### config.mk
export PLATFORM = sky130hd
export DESIGN_NAME = bss_supervisor
export DESIGN_NICKNAME = d
export VERILOG_FILES = /design/src/bss_pkg.sv /design/src/bss_sync.sv /design/src/bss_uart_tx.sv /design/src/bss_supervisor.sv
export VERILOG_INCLUDE_DIRS = /design/src /design/src/src
export SDC_FILE = /design/constraint.sdc
export NUM_CORES = 1
export LEC_CHECK = 0
export ABC_CLOCK_PERIOD_IN_PS = 5510
export BUFFER_PORTS_ARGS = -buffer_cell sky130_fd_sc_hd__buf_4
export CAP_MARGIN = 10
export CELL_PAD_IN_SITES_DETAIL_PLACEMENT = 0
export CELL_PAD_IN_SITES_GLOBAL_PLACEMENT = 1
export CORE_ASPECT_RATIO = 1.75
export CORE_UTILIZATION = 24
export CTS_BUF_LIST = sky130_fd_sc_hd__clkbuf_8 sky130_fd_sc_hd__clkbuf_16
export DETAILED_ROUTE_END_ITERATION = 7
export PLACE_DENSITY_LB_ADDON = 0.1
export SLEW_MARGIN = 10
export SYNTH_ARGS = -nofsm -noshare
export SYNTH_HDL_FRONTEND = slang
export SYNTH_SLANG_ARGS = --single-unit
export TNS_END_PERCENT = 20
### constraint.sdc
create_clock -name sys_clk -period 5.51 [get_ports sys_clk]
set_clock_uncertainty 0.05 [all_clocks]
set_input_delay 0.2755 -clock sys_clk [delete_from_list [all_inputs] [get_ports sys_clk]]
set_output_delay 0.2755 -clock sys_clk [all_outputs]
set_load 0.01 [all_outputs]
### src/bss_params.svh
// timing and field constants for the bias supply supervisor
`ifndef BSS_PARAMS_SVH
`define BSS_PARAMS_SVH
`define BSS_CLK_HZ        100000000
`define BSS_BAUD          9600
`define BSS_BIT_CYCLES    (`BSS_CLK_HZ / `BSS_BAUD)
`define BSS_BIT_CNT_W     14
`define BSS_FRAME_BITS    4'hA
`define BSS_MSG_STATUS0   8'h00
`define BSS_MSG_STATUS1   8'h01
`define BSS_MSG_SUPPLY    8'h02
`define BSS_ST0_BIOCP     0
`define BSS_ST0_BUCK_OUTPUT_LOW_WARNING    1
`define BSS_ST0_BUCK_LOCKOUT_FAULT    2
`define BSS_ST1_CFGLOST   0
`define BSS_ST1_UV        1
`define BSS_ST1_OV        2
`define BSS_MSG_FIELD_LSB 5
`define BSS_MODE_W        4
`define BSS_MODE_CE       3
`define BSS_MODE_SLEEP    2
`define BSS_MODE_XCVR     1
`define BSS_MODE_RELOAD   0
`endif

### src/bss_pkg.sv
// types shared by the bias supply supervisor
package bss_pkg;
  typedef struct packed {
    logic vdd_above_ovlo_stop;   // overvoltage stop threshold
    logic vdd_below_bk_stop;     // buck undervoltage stop threshold
    logic vdd_below_severe_uv;   // severe undervoltage
    logic vdd_below_uvlo;        // driver undervoltage
    logic vdd_above_drv_ovlo;    // driver overvoltage
    logic vdd_above_sys_ovlo;    // extreme overvoltage
    logic vdd_below_brownout;    // brownout
    logic vdd_below_pump_start;  // pump start threshold
    logic buck_ipeak_over;       // buck input peak current
    logic buck_out_below_90;
    logic buck_out_below_94;
    logic buck_out_below_80;
    logic fb_held_external;      // buck feedback input tied to supply
  } bss_sense_t;

  typedef struct packed {
    logic ldo5_en;
    logic ldo12_en;
    logic buck_en;
    logic pump_en;
    logic drivers_en;
  } bss_enables_t;

  typedef struct packed {
    logic [2:0] first_status_register;
    logic [2:0] second_status_register;
  } bss_status_t;

  typedef enum logic [1:0] {BSS_MSG_ST0, BSS_MSG_ST1} bss_msg_sel_t;
endpackage : bss_pkg

### src/bss_sync.sv
// two-flop synchroniser for a vector of comparator levels
`timescale 1ns/10ps
module bss_sync #(
  parameter int W = 1
) (
  // clock and reset
  input  wire logic         sys_clk,
  input  wire logic         rstn,
  // levels
  input  wire logic [W-1:0] async_in,
  output logic      [W-1:0] sync_out
);
  logic [W-1:0] meta_q;
  always_ff @(posedge sys_clk or negedge rstn) begin
    if (!rstn) begin
      meta_q   <= '0;
      sync_out <= '0;
    end else begin
      meta_q   <= async_in;
      sync_out <= meta_q;
    end
  end
endmodule : bss_sync

### src/bss_uart_tx.sv
// open-drain 8N1 transmitter for the host status link
`timescale 1ns/10ps
`include "bss_params.svh"
module bss_uart_tx (
  // clock and reset
  input  wire logic       sys_clk,
  input  wire logic       rstn,
  // byte request
  input  wire logic       tx_valid,
  input  wire logic [7:0] tx_data,
  output logic            tx_ready,
  // line: pull low when link_oe_n is low
  output logic            link_o,
  output logic            link_oe_n
);
  localparam logic [`BSS_BIT_CNT_W-1:0] BIT_LAST =
    `BSS_BIT_CNT_W'(`BSS_BIT_CYCLES - 1);

  logic [9:0]                frame_q;
  logic [3:0]                bits_q;
  logic [`BSS_BIT_CNT_W-1:0] cnt_q;
  logic                      busy_q;
  logic                      bit_end;

  assign bit_end  = (cnt_q == BIT_LAST);
  assign tx_ready = !busy_q;
  assign link_o   = 1'b0;

  always_ff @(posedge sys_clk or negedge rstn) begin
    if (!rstn) begin
      frame_q   <= '1;
      bits_q    <= '0;
      cnt_q     <= '0;
      busy_q    <= 1'b0;
      link_oe_n <= 1'b1;
    end else if (!busy_q) begin
      cnt_q <= '0;
      if (tx_valid) begin
        frame_q   <= {1'b1, tx_data, 1'b0};
        bits_q    <= `BSS_FRAME_BITS;
        busy_q    <= 1'b1;
        link_oe_n <= 1'b0;
      end
    end else if (bit_end) begin
      cnt_q     <= '0;
      frame_q   <= {1'b1, frame_q[9:1]};
      link_oe_n <= frame_q[1];
      bits_q    <= bits_q - 4'h1;
      if (bits_q == 4'h1) begin
        busy_q    <= 1'b0;
        link_oe_n <= 1'b1;
      end
    end else begin
      cnt_q <= cnt_q + `BSS_BIT_CNT_W'(1);
    end
  end
endmodule : bss_uart_tx

### src/bss_supervisor.sv
// bias supply supervisor: rail enables, status bits and status messages
`timescale 1ns/10ps
`include "bss_params.svh"
module bss_supervisor
  import bss_pkg::*;
(
  // clock and reset
  input  wire logic   sys_clk,
  input  wire logic   rstn,
  // mode and variant
  input  wire logic   chip_enable,
  input  wire logic   sleep_req,
  input  wire logic   transceiver_variant,
  input  wire logic   host_cfg_reload,
  // comparator levels, asynchronous
  input  wire bss_sense_t sense_in,
  // rail enables
  output bss_enables_t rail_en,
  // status
  output bss_status_t  status,
  // current limit and fault output, open drain
  output logic         current_limit_fault_output_o,
  output logic         current_limit_fault_output_oe_n,
  // host status link, open drain
  output logic         host_status_link_o,
  output logic         host_status_link_oe_n
);
  bss_sense_t   s;
  bss_status_t  status_q;
  bss_status_t  status_d;
  logic         buck_uvlo_q;
  logic         buck_uvlo_d;
  logic         pend0_q;
  logic         pend1_q;
  logic         tx_ready;
  logic         tx_valid;
  logic [7:0]   tx_data;
  logic         send0;
  logic         send1;
  logic         cfg_boot_q;
  logic [`BSS_MODE_W-1:0] mode_raw;
  logic [`BSS_MODE_W-1:0] mode_s;

  // status byte: register id in the low bits, status bits above it
  function automatic logic [7:0] msg_byte(input logic [7:0] id, input logic [2:0] bits);
    msg_byte = id | (8'(bits) << `BSS_MSG_FIELD_LSB);
  endfunction : msg_byte

  // mode pins come from outside the clock domain
  assign mode_raw = {chip_enable, sleep_req, transceiver_variant, host_cfg_reload};

  bss_sync #(.W(`BSS_MODE_W)) u_mode_sync (
    .sys_clk  (sys_clk),
    .rstn     (rstn),
    .async_in (mode_raw),
    .sync_out (mode_s)
  );

  wire ce_s     = mode_s[`BSS_MODE_CE];
  wire sleep_s  = mode_s[`BSS_MODE_SLEEP];
  wire xcvr_s   = mode_s[`BSS_MODE_XCVR];
  wire reload_s = mode_s[`BSS_MODE_RELOAD];

  bss_sync #(.W($bits(bss_sense_t))) u_sync (
    .sys_clk  (sys_clk),
    .rstn     (rstn),
    .async_in (sense_in),
    .sync_out (s)
  );

  // operating state and fault terms
  wire system_off   = s.vdd_above_sys_ovlo;
  wire active       = ce_s && !system_off;
  wire standby      = !ce_s && !sleep_s && !system_off;
  wire drv_ov       = xcvr_s && s.vdd_above_drv_ovlo;
  wire supply_fault = s.vdd_below_uvlo || drv_ov;
  wire buck_stop    = s.vdd_above_ovlo_stop || s.vdd_below_bk_stop
                      || s.vdd_below_severe_uv || s.fb_held_external;
  wire buck_lockout = s.buck_out_below_80 || s.vdd_below_bk_stop;
  wire any_fault    = buck_uvlo_q || supply_fault || system_off;

  // lockout latches on a fault and holds while chip enable is high, released by chip enable low
  assign buck_uvlo_d = buck_lockout || (buck_uvlo_q && ce_s);

  // status bits
  always_comb begin
    status_d = status_q;
    status_d.first_status_register[`BSS_ST0_BIOCP] = s.buck_ipeak_over;
    if (s.buck_out_below_90)
      status_d.first_status_register[`BSS_ST0_BUCK_OUTPUT_LOW_WARNING] = 1'b1;
    else if (!s.buck_out_below_94)
      status_d.first_status_register[`BSS_ST0_BUCK_OUTPUT_LOW_WARNING] = 1'b0;
    status_d.first_status_register[`BSS_ST0_BUCK_LOCKOUT_FAULT] = buck_uvlo_d;
    status_d.second_status_register[`BSS_ST1_UV] = s.vdd_below_uvlo;
    status_d.second_status_register[`BSS_ST1_OV] = drv_ov || system_off;
    if (s.vdd_below_brownout || cfg_boot_q)
      status_d.second_status_register[`BSS_ST1_CFGLOST] = 1'b1;
    else if (reload_s)
      status_d.second_status_register[`BSS_ST1_CFGLOST] = 1'b0;
  end

  // one pending message per register, set when its bits change
  assign send0 = status_d.first_status_register != status_q.first_status_register;
  assign send1 = status_d.second_status_register
                 != status_q.second_status_register;
  assign tx_valid = pend0_q || pend1_q;
  assign tx_data  = pend0_q
                    ? msg_byte(`BSS_MSG_STATUS0, status_q.first_status_register)
                    : msg_byte(`BSS_MSG_STATUS1, status_q.second_status_register);

  always_ff @(posedge sys_clk or negedge rstn) begin
    if (!rstn) begin
      status_q    <= '0;
      buck_uvlo_q <= 1'b0;
      cfg_boot_q  <= 1'b1;
      pend0_q     <= 1'b0;
      pend1_q     <= 1'b0;
    end else begin
      status_q    <= status_d;
      buck_uvlo_q <= buck_uvlo_d;
      cfg_boot_q  <= 1'b0;
      pend0_q     <= send0 || (pend0_q && !tx_ready);
      pend1_q     <= send1 || (pend1_q && !(tx_ready && !pend0_q));
    end
  end

  bss_uart_tx u_tx (
    .sys_clk   (sys_clk),
    .rstn      (rstn),
    .tx_valid  (tx_valid),
    .tx_data   (tx_data),
    .tx_ready  (tx_ready),
    .link_o    (host_status_link_o),
    .link_oe_n (host_status_link_oe_n)
  );

  // rail enables
  assign rail_en.buck_en   = !system_off && !buck_stop && !buck_uvlo_q
                             && (active || standby);
  assign rail_en.ldo12_en  = active && !supply_fault && !buck_uvlo_q;
  assign rail_en.ldo5_en   = !system_off && !sleep_s
                             && (ce_s || xcvr_s)
                             && (!buck_uvlo_q || !ce_s);
  assign rail_en.pump_en   = rail_en.ldo12_en && s.vdd_below_pump_start;
  assign rail_en.drivers_en = active && !any_fault;
  assign status            = status_q;

  assign current_limit_fault_output_o    = 1'b0;
  assign current_limit_fault_output_oe_n = !(ce_s && any_fault);
endmodule : bss_supervisor

[Word level (Yosys, flattened, before mapping)]
Cells that the tools add are included.
Word-level totals
  output and inout bits: 15
  flip-flop bits (word level): 74
  bits of input ports: 19
  logic and storage cells: 91
Operators by class
  equality and inequality tests: 5
  $add $sub $neg: 2
  reductions and logical operators: 48
  multiplexer cells: 21
Operators by type and width (count)
  $mux 10: 3
  $mux 14: 2
  $logic_and 1x1->1: 19
  $logic_or 1x1->1: 16
  $add 14x1->14 const B: 1
  $eq 14x14->1 const B: 1
  $mux 1: 12
  $mux 4: 3
  $logic_not 1->1: 11
  $mux 8: 1
  $ne 3x3->1: 2
  $eq 4x1->1 const B: 1
  $sub 4x1->4 const B: 1
  $ne 2x2->1 const B: 1
  $reduce_and 2->1: 1
  $reduce_bool 2->1: 1

[Logic depth before layout (Yosys ltp)]
  word-level depth: 7
  depth in mapped cells: 6
  mapped depth without buffers: 5

[Modules after synthesis]
From an unflattened synthesis, not the netlist that was laid out.
Unflattened totals
  cell total of the unflattened synthesis: 213
  area total of the unflattened synthesis: 2811.4 um^2
Modules (own cells, without submodules)
  bss_uart_tx: instances 1, area an instance 1470.2 um^2, cells each 129, sequential area each 711.9 um^2
  bss_sync at u_sync: instances 1, area an instance 650.6 um^2, cells each 26, sequential area each 650.6 um^2
  bss_supervisor: instances 1, area an instance 490.5 um^2, cells each 50, sequential area each 226.5 um^2
  bss_sync at u_mode_sync: instances 1, area an instance 200.2 um^2, cells each 8, sequential area each 200.2 um^2

[Worst setup path before layout]
No wires, ideal clock.
  path kind: register -> output
  start point: register u_sync.sync_out[11]
  end point: output port rail_en[2] (netlist bit)
  slack: 3.650 ns
  cell stages (with the launch flop): 3
  required time: 5.185 ns
  path buffers: 0
  arrival: 1.534 ns
  cells stage by stage: dfrtp_1 > or4_1 > a2111oi_0
RTL lines
  start, declared: line bss_sync.sv:11  | output logic [W-1:0] sync_out
  start signal, assigned: line bss_sync.sv:20  | sync_out <= meta_q;
  end, declared: line bss_supervisor.sv:18  | output bss_enables_t rail_en,

==> results.sh <==
export IMPL_status="finished clean"
export IMPL_grt_setup_unrepaired="no"
export IMPL_end_kind="output port"
export IMPL_timing_final_crit_share=0.434
export IMPL_synth_compound_area_frac=0.0608
export IMPL_cts_resized=0
export IMPL_synth_top_family_by_area="simple AND/OR/NAND/NOR gates"
export IMPL_cellPowerDensity_nw_per_um2=360
export IMPL_vias=1742
export IMPL_synth_area_um2=2720
export IMPL_use_met2=0.187
export IMPL_hold_path_class="input pin to asynchronous set/reset pin"
export IMPL_n_fill_cell=1197
export IMPL_cts_root_buffer="clkbuf_16"
export IMPL_r2r_end="u_tx.bits_q[2]"
export IMPL_path_max_fanout=8
export IMPL_globalplace_congestion=0.659
export IMPL_core_area_um2=11100
export IMPL_synthSimpleGateAreaFrac=0.154
export IMPL_wl_per_cell_um=13.0
export IMPL_antenna_found_initial=0
export IMPL_num_rows=51
export IMPL_yosysWarnings=0
export IMPL_grt_use_total=0.108
export IMPL_path_clk_slew_ns=0.06
export IMPL_rrSetupSlack_ns=3.20
export IMPL_cap_violations=0
export IMPL_synth_cells=223
export IMPL_layout_drive_gt1_share=0.221
export IMPL_timing_final_hold_violations=0
export IMPL_grt_use_met1=0.116
export IMPL_seq_area_frac_synth=0.658
export IMPL_cp_arrival_ns=2.06
export IMPL_reg2regPathDepth=4
export IMPL_synthAdderAreaFrac=0.0184
export IMPL_hold_ws_ns=0.0382
export IMPL_insertion_delay_ns=0.32
export IMPL_via_per_inst=4.22
export IMPL_cts_tree="yes"
export IMPL_grt_pass1_vias=1855
export IMPL_grt_max_degree=72
export IMPL_numPortBuffers=31
export IMPL_crit_required_ns=5.18
export IMPL_grt_overflow=0
export IMPL_area_growth_pct=29.4
export IMPL_dp_hpwl_mm=3.57
export IMPL_dpl_worst_slack_ns=3.16
export IMPL_final_max_slew_viol_count=0
export IMPL_maxSlewHeadroom=0.317
export IMPL_syn_avg_cell_area_um2=12.2
export IMPL_antennaDiodeCount=0
export IMPL_dieArea_um2=11800
export IMPL_synth_xor_area_share=0.0516
export IMPL_max_freq_ghz=0.418
export IMPL_drtIter0Drc=92
export IMPL_synthMuxAreaShare=0.0262
export IMPL_cts_buffers=9
export IMPL_p_total_mw=1.27
export IMPL_r2r_start="u_tx.cnt_q[4]"
export IMPL_pin_count=34
export IMPL_htreeDepth=3
export IMPL_initial_utilization=0.245
export IMPL_yosysUniqueCellTypes=38
export IMPL_worstMarginPinSlew_ns=0.999
export IMPL_final_cells=413
export IMPL_setup_tns_final_ns=0
export IMPL_dp_cells=380
export IMPL_cp_start_kind="register"
export IMPL_die_width_um=82.4
export IMPL_fin_nets=299
export IMPL_setup_violations=0
export IMPL_drtPass1Iterations=3
export IMPL_layout_min_cycle_time_ns=2.39
export IMPL_drtAntennaViolNets=0
export IMPL_cts_max_path_buffers=2
export IMPL_grt_busiest_layer="met2"
export IMPL_layout_setup_ws_ns=3.12
export IMPL_p_leak_nw=1.54
export IMPL_ys_seq_elements=71
export IMPL_dieHeight_um=143
export IMPL_wirelength_mm=5.35
export IMPL_numClockSinks=71
export IMPL_drc=0
export IMPL_grt_pass1_wl_mm=9.02
export IMPL_met3_usage=0.0249
export IMPL_path_class="register to output port"
export IMPL_irDropWorstVdd_v=0.000210
cells by family after synthesis:
kind of cell,after synthesis
compound gates,26
fa+ha+maj,4
mux,6
simple gates,83
flops,71
buf+inv,16
xor+xnor,16
other cells,1
worst max-delay path, cell delays in order (launching register included):
cell	delay (ns)
dfrtp_1	0.46
a2111oi_0	0.90
and3_1	0.26
buf_4	0.12
registers in the layout (all words and copies together), names as in the netlist:
| register | count |
|---|---|
| u_tx.cnt_q | 14 |
| u_sync.meta_q | 13 |
| u_sync.sync_out | 13 |
| u_tx.frame_q | 8 |
| status | 5 |
| u_mode_sync.meta_q | 4 |
| u_mode_sync.sync_out | 4 |
| u_tx.bits_q | 4 |
| buck_uvlo_q | 1 |
| cfg_boot_q | 1 |
| pend0_q | 1 |
| pend1_q | 1 |
| u_tx.busy_q | 1 |
| u_tx.link_oe_n | 1 |
layer usage:
| metal | vias up | wire (um) |
|---|---|---|
| met1 | 856 | 2050 |
| met2 | 25 | 3080 |
| met4 | 0 | 89 |
| li1 | 856 | - |
| met5 | - | 0 |
| met3 | 5 | 130 |
cell usage in the layout, fill, tap and decap left out, types with 3 or more instances in the layout:
| master | Yosys | layout |
|---|---|---|
| a2111oi_0 | 4 | 4 |
| a21oi_1 | 6 | 6 |
| and2_1 | 3 | 3 |
| buf_4 | 5 | 31 |
| clkbuf_16 | 0 | 9 |
| clkinvlp_4 | 0 | 3 |
| conb_1 | 1 | 3 |
| dfrtp_1 | 61 | 61 |
| dfstp_2 | 10 | 10 |
| dlygate4sd3_1 | 0 | 17 |
| ha_1 | 4 | 4 |
| inv_1 | 8 | 9 |
| mux2i_1 | 3 | 3 |
| nand2_1 | 20 | 20 |
| nand3_1 | 8 | 8 |
| nor2_1 | 26 | 26 |
| nor3_1 | 7 | 7 |
| nor4_1 | 3 | 3 |
| o21ai_0 | 10 | 10 |
| xnor2_1 | 13 | 13 |
| xor2_1 | 3 | 3 |
cells in the mapped netlist, drive strengths merged:
library cell,number,share of area
clkbuf,2,0.0028
and3b,1,0.0032
nand4b,1,0.0032
nand2b,2,0.0046
mux2,3,0.015
inv,8,0.011
a2111oi,4,0.013
and3,2,0.0046
nand2,20,0.028
dfstp,10,0.097
nor2b,2,0.0046
nand3,8,0.015
a221o,1,0.0037
a21o,2,0.0055
mux2i,3,0.011
xor2,3,0.0097
buf,6,0.016
o21ai,10,0.018
nor3,7,0.013
or4,2,0.0069
nand4,2,0.0046
xnor2,13,0.042
a21oi,6,0.011
and2,3,0.0069
nor2,27,0.038
dfrtp,61,0.56
ha,4,0.018
nor4,4,0.015
nand4bb,1,0.0041
nor3b,1,0.0028
a211oi,2,0.0055
conb,1,0.0014
o32a,1,0.0037
final cells by class:
class | instances | area (um2) | share of cell area
Clock inverter | 7 | 48.8 | 0.0139
Clock buffer | 9 | 225 | 0.0640
Tap cell | 132 | 165 | 0.0470
Multi-Input combinational cell | 138 | 856 | 0.243
Inverter | 8 | 30.0 | 0.00854
Sequential cell | 71 | 1790 | 0.509
Timing Repair Buffer | 48 | 403 | 0.115
power by group:
group          internal (mW)  total, mW  switching (mW)
Sequential             0.568      0.612          0.0437
Clock                  0.305      0.526           0.221
Combinational         0.0650      0.128          0.0631
worst max-delay path by stage:
stage / startpoint / end / slack [ns] / cells after the start
3_3_place_gp: u_tx.cnt_q[4] / u_tx.bits_q[2] / 3.19 / 4
2_1_floorplan: u_sync.sync_out[11] / rail_en[2] / 3.65 / 2
5_1_grt: buck_uvlo_q / rail_en[1] / 2.88 / 3
3_5_place_dp: u_tx.cnt_q[4] / u_tx.bits_q[2] / 3.16 / 4
6_report: buck_uvlo_q / rail_en[1] / 3.12 / 3
4_1_cts: buck_uvlo_q / rail_en[1] / 2.98 / 3
per-stage QoR:
stage                      util  cell area, um2
after global routing      0.317            3520
final                     0.317            3520
after CTS                 0.317            3520
after detailed placement  0.277            3070
after global placement    0.277            3070
after floorplan               -            2730
repair_timing:
item	CTS	global route
hold buffers	17	0
buffers inserted	0	0
endpoints found under the hold margin	17	0
(Power assumes the default switching activity.)
